--- config.mk ---
export PLATFORM = sky130hd
export DESIGN_NAME = fsr_regs
export DESIGN_NICKNAME = d
export VERILOG_FILES = /design/src/hw/fsr_pkg.sv /design/src/hw/fsr_regs.sv
export VERILOG_INCLUDE_DIRS = /design/src /design/src/hw
export SDC_FILE = /design/constraint.sdc
export NUM_CORES = 1
export LEC_CHECK = 0
export BUFFER_PORTS_ARGS = -buffer_cell sky130_fd_sc_hd__buf_4
export CAP_MARGIN = 40
export CORE_MARGIN = 1
export CORE_UTILIZATION = 50
export CTS_BUF_LIST = sky130_fd_sc_hd__clkbuf_4
export DETAILED_ROUTE_END_ITERATION = 8
export HOLD_SLACK_MARGIN = 0.06
export PLACE_DENSITY = 0.88
export SLEW_MARGIN = 20
export SYNTH_ARGS = -nofsm -noshare
export SYNTH_HDL_FRONTEND = slang
export SYNTH_SLANG_ARGS = --single-unit
export TNS_END_PERCENT = 1
--- constraint.sdc ---
create_clock -name clock -period 2 [get_ports clock]
set_input_delay 0.1 -clock clock [delete_from_list [all_inputs] [get_ports clock]]
set_output_delay 0.1 -clock clock [all_outputs]
set_load 0.02 [all_outputs]
--- src/hw/fsr_consts.svh ---
// Constants for the field-oriented control readback register bank.
`ifndef FSR_CONSTS_SVH
`define FSR_CONSTS_SVH

// Register indices; the byte address is four times the index.
`define FSR_IDX_W          11
`define FSR_IDX_ALPHA      11'h4D8
`define FSR_IDX_BETA       11'h4DA
`define FSR_IDX_DCUR       11'h4E4
`define FSR_IDX_QCUR       11'h4E6
`define FSR_IDX_DVOLT      11'h4E8
`define FSR_IDX_QVOLT      11'h4EA
`define FSR_IDX_ALIGN      11'h524
`define FSR_IDX_SPEED      11'h53A

// Byte address width of the slave port.
`define FSR_ADDR_W         13
`define FSR_BYTE_SHIFT     2

// Position of each register in the store.
`define FSR_N_REGS         8
`define FSR_POS_ALPHA      0
`define FSR_POS_BETA       1
`define FSR_POS_DCUR       2
`define FSR_POS_QCUR       3
`define FSR_POS_DVOLT      4
`define FSR_POS_QVOLT      5
`define FSR_POS_ALIGN      6
`define FSR_POS_SPEED      7

// Word layout and reset value.
`define FSR_DATA_W         32
`define FSR_RESET_WORD     32'h00000000

// Avalon-MM response codes.
`define FSR_RESP_OKAY      2'h0
`define FSR_RESP_SLVERR    2'h2

`endif

--- src/hw/fsr_pkg.sv ---
// Types shared by the field-oriented control readback register bank.
package fsr_pkg;

   typedef logic [31:0] fsr_word_t;

   // Values from the control loop; the first field sits in the top bits.
   typedef struct packed {
      fsr_word_t open_loop_speed_reference;
      fsr_word_t align_current_reference;
      fsr_word_t quadrature_axis_voltage;
      fsr_word_t direct_axis_voltage;
      fsr_word_t quadrature_axis_current;
      fsr_word_t direct_axis_current;
      fsr_word_t beta_axis_voltage;
      fsr_word_t alpha_axis_voltage;
   } fsr_values_s;

endpackage

--- src/hw/fsr_regs.sv ---
// Read-only readback bank of the field-oriented control loop behind an Avalon-MM slave.
`include "fsr_consts.svh"

// What this block does
// - Alpha-axis voltage readable as signed word; volts = word/2^27*60/sqrt(3).
// - Beta-axis voltage readable at index 4DAh, same voltage scale.
// - Estimated direct-axis current at index 4E4h; amperes = word/2^27*1.25.
// - Estimated quadrature-axis current at index 4E6h; amperes = word/2^27*1.25.
// - Applied direct-axis voltage at index 4E8h, voltage scale.
// - Applied quadrature-axis voltage at index 4EAh, voltage scale.
// - Rotor alignment current reference at index 524h, current scale.
// - Open-loop speed reference at index 53Ah; hertz = word/2^27*full-scale speed.
// - Every register reads zero after reset until the control loop updates it.

module fsr_regs #(
   parameter int ADDR_W = `FSR_ADDR_W
) (
   input  wire logic                 clock,
   input  wire logic                 reset_n,
   input  wire logic [ADDR_W-1:0]    avs_address,
   input  wire logic                 avs_read,
   input  wire logic                 avs_write,
   input  wire logic [31:0]          avs_writedata,
   input  wire logic [3:0]           avs_byteenable,
   output logic      [31:0]          avs_readdata,
   output logic      [1:0]           avs_response,
   output logic                      avs_waitrequest,
   input  wire fsr_pkg::fsr_values_s values,
   input  wire logic [`FSR_N_REGS-1:0] update
);

   // ------------------------------------------------------------
   // Address decode
   // ------------------------------------------------------------

   localparam int N = `FSR_N_REGS;

   localparam logic [`FSR_IDX_W-1:0] IDX_TAB [N] = '{
      `FSR_IDX_ALPHA,
      `FSR_IDX_BETA,
      `FSR_IDX_DCUR,
      `FSR_IDX_QCUR,
      `FSR_IDX_DVOLT,
      `FSR_IDX_QVOLT,
      `FSR_IDX_ALIGN,
      `FSR_IDX_SPEED
   };

   logic [N*32-1:0]        value_flat;
   logic [N*32-1:0]        store_flat;
   logic [`FSR_IDX_W-1:0]  word_idx;
   logic [N-1:0]           hit;
   logic                   mapped;
   logic                   req;
   logic [31:0]            store_q [N];
   logic [31:0]            store_d [N];
   logic                   ack_q;
   logic                   ack_d;
   logic [31:0]            rdata_q;
   logic [31:0]            rdata_d;
   logic [1:0]             resp_q;
   logic [1:0]             resp_d;
   logic                   seen_q;
   logic                   seen_d;

   assign value_flat = values;
   assign word_idx   = `FSR_IDX_W'(avs_address >> `FSR_BYTE_SHIFT);
   assign mapped     = |hit;
   assign req        = avs_read | avs_write;

   // ------------------------------------------------------------
   // Register store
   // ------------------------------------------------------------

   // Each register follows the control loop only; the bus never writes it.
   genvar gi;
   generate
      for (gi = 0; gi < N; gi++) begin : g_reg
         assign hit[gi] = (word_idx == IDX_TAB[gi]);
         assign store_flat[gi*32 +: 32] = store_q[gi];

         always_comb begin
            store_d[gi] = store_q[gi];
            if (update[gi]) begin
               store_d[gi] = value_flat[gi*32 +: 32];
            end
         end

         always_ff @(posedge clock or negedge reset_n) begin
            if (!reset_n) begin
               store_q[gi] <= `FSR_RESET_WORD;
            end else begin
               store_q[gi] <= store_d[gi];
            end
         end
      end
   endgenerate

   // ------------------------------------------------------------
   // Avalon-MM slave
   // ------------------------------------------------------------

   // Every access takes one wait cycle; read data is registered in it.
   always_comb begin
      ack_d   = req & ~ack_q;
      rdata_d = rdata_q;
      resp_d  = resp_q;
      if (req && !ack_q) begin
         rdata_d = `FSR_RESET_WORD;
         resp_d  = mapped ? `FSR_RESP_OKAY : `FSR_RESP_SLVERR;
         if (avs_read) begin
            for (int i = 0; i < N; i++) begin
               if (hit[i]) begin
                  rdata_d = store_q[i];
               end
            end
         end
      end
   end

   always_ff @(posedge clock or negedge reset_n) begin
      if (!reset_n) begin
         ack_q   <= 1'h0;
         rdata_q <= `FSR_RESET_WORD;
         resp_q  <= `FSR_RESP_OKAY;
      end else begin
         ack_q   <= ack_d;
         rdata_q <= rdata_d;
         resp_q  <= resp_d;
      end
   end

   assign avs_waitrequest = req & ~ack_q;
   assign avs_readdata    = rdata_q;
   assign avs_response    = resp_q;

   // ------------------------------------------------------------
   // Checks
   // ------------------------------------------------------------

   // Records whether the control loop has written any register yet.
   always_comb begin
      seen_d = seen_q | (|update);
   end

   always_ff @(posedge clock or negedge reset_n) begin
      if (!reset_n) begin
         seen_q <= 1'h0;
      end else begin
         seen_q <= seen_d;
      end
   end

   property p_alpha_capture;
      @(posedge clock) disable iff (!reset_n)
      update[`FSR_POS_ALPHA] |=>
         store_q[`FSR_POS_ALPHA] == $past(values.alpha_axis_voltage);
   endproperty
   a_alpha_capture: assert property (p_alpha_capture)
      else $error("alpha voltage not captured");

   property p_beta_read;
      @(posedge clock) disable iff (!reset_n)
      (avs_read && !avs_waitrequest && hit[`FSR_POS_BETA]) |->
         avs_readdata == $past(store_q[`FSR_POS_BETA]);
   endproperty
   a_beta_read: assert property (p_beta_read)
      else $error("beta voltage read wrong");

   property p_dcur_hold;
      @(posedge clock) disable iff (!reset_n)
      !update[`FSR_POS_DCUR] |=> $stable(store_q[`FSR_POS_DCUR]);
   endproperty
   a_dcur_hold: assert property (p_dcur_hold)
      else $error("direct current changed without update");

   property p_qcur_read;
      @(posedge clock) disable iff (!reset_n)
      (avs_read && avs_waitrequest && hit[`FSR_POS_QCUR]) |=>
         (!avs_waitrequest && avs_readdata == $past(store_q[`FSR_POS_QCUR]));
   endproperty
   a_qcur_read: assert property (p_qcur_read)
      else $error("quadrature current read wrong");

   property p_dvolt_capture;
      @(posedge clock) disable iff (!reset_n)
      update[`FSR_POS_DVOLT] ##1 !update[`FSR_POS_DVOLT] |->
         store_q[`FSR_POS_DVOLT] == $past(values.direct_axis_voltage);
   endproperty
   a_dvolt_capture: assert property (p_dvolt_capture)
      else $error("direct voltage not captured");

   property p_qvolt_resp;
      @(posedge clock) disable iff (!reset_n)
      (avs_read && hit[`FSR_POS_QVOLT] && !avs_waitrequest) |->
         (avs_response == `FSR_RESP_OKAY &&
          avs_readdata == $past(store_q[`FSR_POS_QVOLT]));
   endproperty
   a_qvolt_resp: assert property (p_qvolt_resp)
      else $error("quadrature voltage read wrong");

   property p_align_capture;
      @(posedge clock) disable iff (!reset_n)
      update[`FSR_POS_ALIGN] |=>
         store_q[`FSR_POS_ALIGN] == $past(values.align_current_reference);
   endproperty
   a_align_capture: assert property (p_align_capture)
      else $error("align reference not captured");

   property p_speed_read;
      @(posedge clock) disable iff (!reset_n)
      (avs_read && avs_waitrequest && hit[`FSR_POS_SPEED]) |=>
         avs_readdata == $past(store_q[`FSR_POS_SPEED]);
   endproperty
   a_speed_read: assert property (p_speed_read)
      else $error("speed reference read wrong");

   property p_reset_zero;
      @(posedge clock) disable iff (!reset_n)
      !seen_q |-> (store_flat == '0);
   endproperty
   a_reset_zero: assert property (p_reset_zero)
      else $error("register not zero before first update");

   property p_write_no_effect;
      @(posedge clock) disable iff (!reset_n)
      (avs_write && update == '0) |=> $stable(store_flat);
   endproperty
   a_write_no_effect: assert property (p_write_no_effect)
      else $error("write changed a register");

   property p_wait_bound;
      @(posedge clock) disable iff (!reset_n)
      $rose(req) |-> avs_waitrequest ##1 !avs_waitrequest;
   endproperty
   a_wait_bound: assert property (p_wait_bound)
      else $error("waitrequest not released after one cycle");

   property p_unmapped_error;
      @(posedge clock) disable iff (!reset_n)
      (req && !avs_waitrequest && !mapped) |->
         (avs_response == `FSR_RESP_SLVERR && avs_readdata == '0);
   endproperty
   a_unmapped_error: assert property (p_unmapped_error)
      else $error("unmapped access not flagged");

   // ------------------------------------------------------------
   // Per-register capture checks
   // ------------------------------------------------------------

   property p_beta_capture;
      @(posedge clock) disable iff (!reset_n)
      update[`FSR_POS_BETA] |=>
         store_q[`FSR_POS_BETA] == $past(values.beta_axis_voltage);
   endproperty
   a_beta_capture: assert property (p_beta_capture)
      else $error("beta voltage not captured");

   property p_dcur_capture;
      @(posedge clock) disable iff (!reset_n)
      update[`FSR_POS_DCUR] |=>
         store_q[`FSR_POS_DCUR] == $past(values.direct_axis_current);
   endproperty
   a_dcur_capture: assert property (p_dcur_capture)
      else $error("direct current not captured");

   property p_qcur_capture;
      @(posedge clock) disable iff (!reset_n)
      update[`FSR_POS_QCUR] |=>
         store_q[`FSR_POS_QCUR] == $past(values.quadrature_axis_current);
   endproperty
   a_qcur_capture: assert property (p_qcur_capture)
      else $error("quadrature current not captured");

   property p_qvolt_capture;
      @(posedge clock) disable iff (!reset_n)
      update[`FSR_POS_QVOLT] |=>
         store_q[`FSR_POS_QVOLT] == $past(values.quadrature_axis_voltage);
   endproperty
   a_qvolt_capture: assert property (p_qvolt_capture)
      else $error("quadrature voltage not captured");

   property p_speed_capture;
      @(posedge clock) disable iff (!reset_n)
      update[`FSR_POS_SPEED] |=>
         store_q[`FSR_POS_SPEED] == $past(values.open_loop_speed_reference);
   endproperty
   a_speed_capture: assert property (p_speed_capture)
      else $error("speed reference not captured");

   // ------------------------------------------------------------
   // Per-register read checks
   // ------------------------------------------------------------

   property p_alpha_read;
      @(posedge clock) disable iff (!reset_n)
      (avs_read && avs_waitrequest && hit[`FSR_POS_ALPHA]) |=>
         (!avs_waitrequest && avs_readdata == $past(store_q[`FSR_POS_ALPHA]));
   endproperty
   a_alpha_read: assert property (p_alpha_read)
      else $error("alpha voltage read wrong");

   property p_dcur_read;
      @(posedge clock) disable iff (!reset_n)
      (avs_read && avs_waitrequest && hit[`FSR_POS_DCUR]) |=>
         (!avs_waitrequest && avs_readdata == $past(store_q[`FSR_POS_DCUR]));
   endproperty
   a_dcur_read: assert property (p_dcur_read)
      else $error("direct current read wrong");

   property p_dvolt_read;
      @(posedge clock) disable iff (!reset_n)
      (avs_read && avs_waitrequest && hit[`FSR_POS_DVOLT]) |=>
         (!avs_waitrequest && avs_readdata == $past(store_q[`FSR_POS_DVOLT]));
   endproperty
   a_dvolt_read: assert property (p_dvolt_read)
      else $error("direct voltage read wrong");

   property p_align_read;
      @(posedge clock) disable iff (!reset_n)
      (avs_read && avs_waitrequest && hit[`FSR_POS_ALIGN]) |=>
         (!avs_waitrequest && avs_readdata == $past(store_q[`FSR_POS_ALIGN]));
   endproperty
   a_align_read: assert property (p_align_read)
      else $error("align reference read wrong");

   // ------------------------------------------------------------
   // Write checks
   // ------------------------------------------------------------

   property p_write_resp;
      @(posedge clock) disable iff (!reset_n)
      (avs_write && !avs_waitrequest && mapped) |->
         avs_response == `FSR_RESP_OKAY;
   endproperty
   a_write_resp: assert property (p_write_resp)
      else $error("write to mapped register not answered okay");

   property p_write_data_ignored;
      @(posedge clock) disable iff (!reset_n)
      (avs_write && (avs_byteenable != '0 || avs_writedata != '0) && update == '0) |=>
         $stable(store_flat);
   endproperty
   a_write_data_ignored: assert property (p_write_data_ignored)
      else $error("write data reached a register");

endmodule

==> results of run 1 <==
==> per-stage QoR <==
stage,hold slack [ns],std cells
2_1_floorplan,-0.196,1077
3_3_place_gp,0.0937,1696
3_5_place_dp,0.0949,1696
==> kinds of logic after synthesis <==
| logic type | count (synthesis) | share of synthesized area, % |
|---|---|---|
| buf+inv | 90 | 2.78 |
| mux | 281 | 23.7 |
| other cells | 1 | 0.0281 |
| flops | 290 | 54.4 |
| compound gates | 233 | 12.4 |
| simple gates | 182 | 6.68 |
==> reports/qor.yml, run 1 <==
synth:
  synth.avg_cell_area_sq_um: 12.4
  async_flop_share_pct: 100
  synth_top_area_share_pct: 54.4
  synth_edf_count: 0
  netlist_top_cells_area: "dfrtp_1 54%, mux2_2 24%, a21oi_1 2.6%"
  synth.largest_area_cell: "dfrtp_1"
  synth.most_common_cell: "dfrtp_1"
  yosysSeqAreaShare_pct: 54.4
  ys_types: 61
  synth_fp_nets: 1394
  synth_cells: 1077
  synth_area_sq_um: 13300
  yosys-top-cells-count: "290 x dfrtp_1, 281 x mux2_2, 70 x a21oi_1"
  synth-main-ff-cell: "dfrtp_1"
  ys_ff_latch: 290
  ys_warn_count: 0
floorplan:
  rows: 59
  initial_core_util_pct: 51.1
  fp.dieW_um: 165
  io_pins: 352
  die_h_um: 165
place:
  gp_congestion: 0.905
  portBuffers: 312
  detailed_place_hpwl_um: 29400
  place_ws_ns: -0.0689
  placed_cell_area_sq_um: 16300
clocking:
  cts.repair.resized: 0
  cts_root_buffer: "clkbuf_4"
  cts_htree_levels: 3
  cts_buffers: 77
  clock-sinks: 290
  post_cts_buffers: 0
  clk_path_buf_depth: 3
  ctsHoldBuffers: 366
status:
  haltStage: "clock tree synthesis (4_1_cts)"
  stop_error: "[ERROR RSZ-0060] Max buffer count reached."
  status: "stopped before the end"
==> run 2, diff against run 1 <==
Settings changed: CORE_UTILIZATION 50 to 35, CTS_BUF_LIST sky130_fd_sc_hd__clkbuf_4 to unset, HOLD_SLACK_MARGIN 0.06 to unset, PLACE_DENSITY 0.88 to unset, PLACE_DENSITY_LB_ADDON set to 0.15.
==> reports/qor.yml, run 2 <==
status:
  status: "finished clean"  # was stopped before the end
setup_path:
  crit_type: "input port to flop"
  crit_required_ns: 2.39
  cp_cell_sequence: "buf_4, or4b_1, or4_4, nand2_2, buf_4, o311ai_1"
  reg2reg_depth: 5
  path_common_cell: "buf_4"
  rrSetupSlack_ns: 0.42
  r2r_start: "store_flat[12]"
  cp_slowest_stage_delay_ns: 0.68
  endpoint: "avs_readdata[15]"
  crit_path_max_fanout: 13
  r2r-end: "avs_readdata[12]"
  endpoint_kind: "flop"
  start_kind: "input port"
  cpMaxStageDelayCell: "or4b_1"
  crit_path_start: "avs_address[5]"
  crit_arrival_ns: 2.00
clocking:
  cts_tree: "yes"
  cts.repair.resized: 0  # unchanged
  clk_pin_slew_ns: 0.06
  clk_path_buf_depth: 3  # unchanged
  insertion_delay_ns: 0.52
  cts_root_buffer: "clkbuf_16"  # was clkbuf_4
  clock-sinks: 290  # unchanged
  cts_htree_levels: 2  # was 3
  cts_buffers: 35  # was 77
global_routing:
  grt_pass1_wl_um: 71100
  grt_pass1_vias: 11715
  grt_max_degree: 77
  overflow: 0
  antenna_found_initial: 0
  grt_usage_pct: 24.2
synth:
  synth_mux_area_share_pct: 23.7  # unchanged
  synth_top_family_by_area: "multiplexers"  # unchanged
  synth_xor_area_share_pct: 0  # unchanged
  synth.avg_cell_area_sq_um: 12.4  # unchanged
  ys_warn_count: 0  # unchanged
  synth-main-ff-cell: "dfrtp_1"  # unchanged
  async_flop_share_pct: 100  # unchanged
  synth-compound-area-share_pct: 12.4  # unchanged
  netlist_top_cells_area: "dfrtp_1 54%, mux2_2 24%, a21oi_1 2.6%"  # unchanged
  synth.most_common_cell: "dfrtp_1"  # unchanged
  synth.largest_area_cell: "dfrtp_1"  # unchanged
  synth_fp_nets: 1394  # unchanged
  yosys.area_share.simple_pct: 6.68  # unchanged
  synthAdderAreaFrac_pct: 0  # unchanged
  yosys-top-cells-count: "290 x dfrtp_1, 281 x mux2_2, 70 x a21oi_1"  # unchanged
  synth_area_sq_um: 13300  # unchanged
  ys_types: 61  # unchanged
  synth_top_area_share_pct: 54.4  # unchanged
  synth_cells: 1077  # unchanged
  yosysSeqAreaShare_pct: 54.4  # unchanged
  ys_ff_latch: 290  # unchanged
  synth_edf_count: 0  # unchanged
cells_and_area:
  layout_commonest_cell: "buf_4"
  synthToLayoutAreaGrowth_pct: 52.1
  largest_register_ffs: 256
  final_util_pct: 54.0
  layout.nets: 1978
  n_antenna_cell: 0
  drive_gt1_share_pct: 42.8
  layout_common_cells: "365 x buf_4, 290 x dfrtp_1, 281 x mux2_2"
  fin_cells: 2196
floorplan:
  core_sq_um: 37600
  die_area_sq_um: 38900
  rows: 71  # was 59
  fp.dieW_um: 197  # was 165 um
  io_pins: 352  # unchanged
  initial_core_util_pct: 35.5  # was 51.1%
  die_h_um: 197  # was 165 um
route:
  ant_nets: 0
  drt_pre_antenna_iters: 5
  detail_route.wl_per_cell_um: 21.3
  avgViaCountPerCell: 5.12
  wirelength_um: 46800
  drc: 0
  first_iter_violations: 659
  vias: 11233
sta:
  post-route-min-period_ns: 1.61
  fmax_mhz: 620
  worst_pin_slew_ns: 0.707
  slew_viol_final: 0
  hold_viol: 0
  hold_ws_ns: 0.0486
  setup_viol: 0
  rsz0062_at_grt: "false"
  relSlewSlack_pct: 52.8
  timing.final.crit_share_pct: 80.7
  finalClockSkew_ns: 0.0169
place:
  portBuffers: 312  # unchanged
  dpl.cell_count: 1876  # was 1696
  detailed_place_hpwl_um: 32200  # was 29400 um
  gp_congestion: 0.859  # was 0.905
power:
  p_total_uw: 15300
  leakagePower_uw: 0.00877
  powerDensity_nw_per_um2: 753
  ir_worst_vdd_v: 0.000573
flow_run:
  max-cap-violations: 0
worst_hold_path:
  min_path_type: "input port to asynchronous set/reset pin"
run 2: worst min-delay path by stage:
stage               startpoint         endpoint  slack (ns)
global route           reset_n  store_flat[193]        0.07
global placement       reset_n  store_flat[193]        0.02
CTS                    reset_n  store_flat[193]        0.06
floorplan              reset_n            ack_q       -0.20
detailed placement     reset_n  store_flat[193]        0.02
finish                 reset_n  store_flat[193]        0.05
run 2: what timing repair did:
| action | in CTS | in global routing |
|---|---|---|
| endpoints found under the hold margin | 547 | 0 |
| buffers inserted | 0 | 0 |
| hold buffers | 259 | 0 |
run 2: power breakdown:
group	switching, uW	leakage [uW]	internal (uW)
registers	316	0.00346	6400
clock network	2560	0.000560	3750
logic	914	0.00474	1350
run 2: cell type report:
type / count / area [sq um]
flip-flops and latches: 290 / 7260
inverters: 4 / 15.0
repair buffers: 633 / 5510
clock inverters: 15 / 145
fillers: 3246 / 17300
well taps: 511 / 639
multi-input cells: 697 / 5750
clock buffers: 46 / 987
run 2: worst max-delay path: cells and delay by family:
family	cells	cell delay [ns]
buffers and inverters	2	0.37
AND/OR/NAND/NOR	3	1.38
AO/OA/AOI/OAI	1	0.13
run 2: kinds of logic (layout without fill, tap and decap cells):
family / count (synthesis) / count (layout)
AND/OR/NAND/NOR: 182 / 182
other: 1 / 1
AO/OA/AOI/OAI: 233 / 233
multiplexers: 281 / 281
flip-flops: 290 / 290
buffers and inverters: 90 / 698
run 2: per-layer routing:
layer / up-vias / global-route usage, % / share of wire, %
li1: 5186 / - / -
met1: 5638 / 35.1 / 47
met2: 335 / 37.1 / 45
met3: 74 / 3.79 / 5.3
met4: 0 / 7.09 / 2.7
met5: - / 0 / 0
run 2: metrics by stage:
step / setup slack [ns] / TNS [ns] / cell area, sq um
after floorplan: 0.130 / 0 / 13300
after global placement: -0.146 / -2.36 / 16600
after detailed placement: -0.163 / -3.10 / 16600
after CTS: 0.407 / 0 / 20300
after global routing: 0.238 / 0 / 20300
final: 0.387 / 0 / 20300
Power figures use the tool's default switching activity.
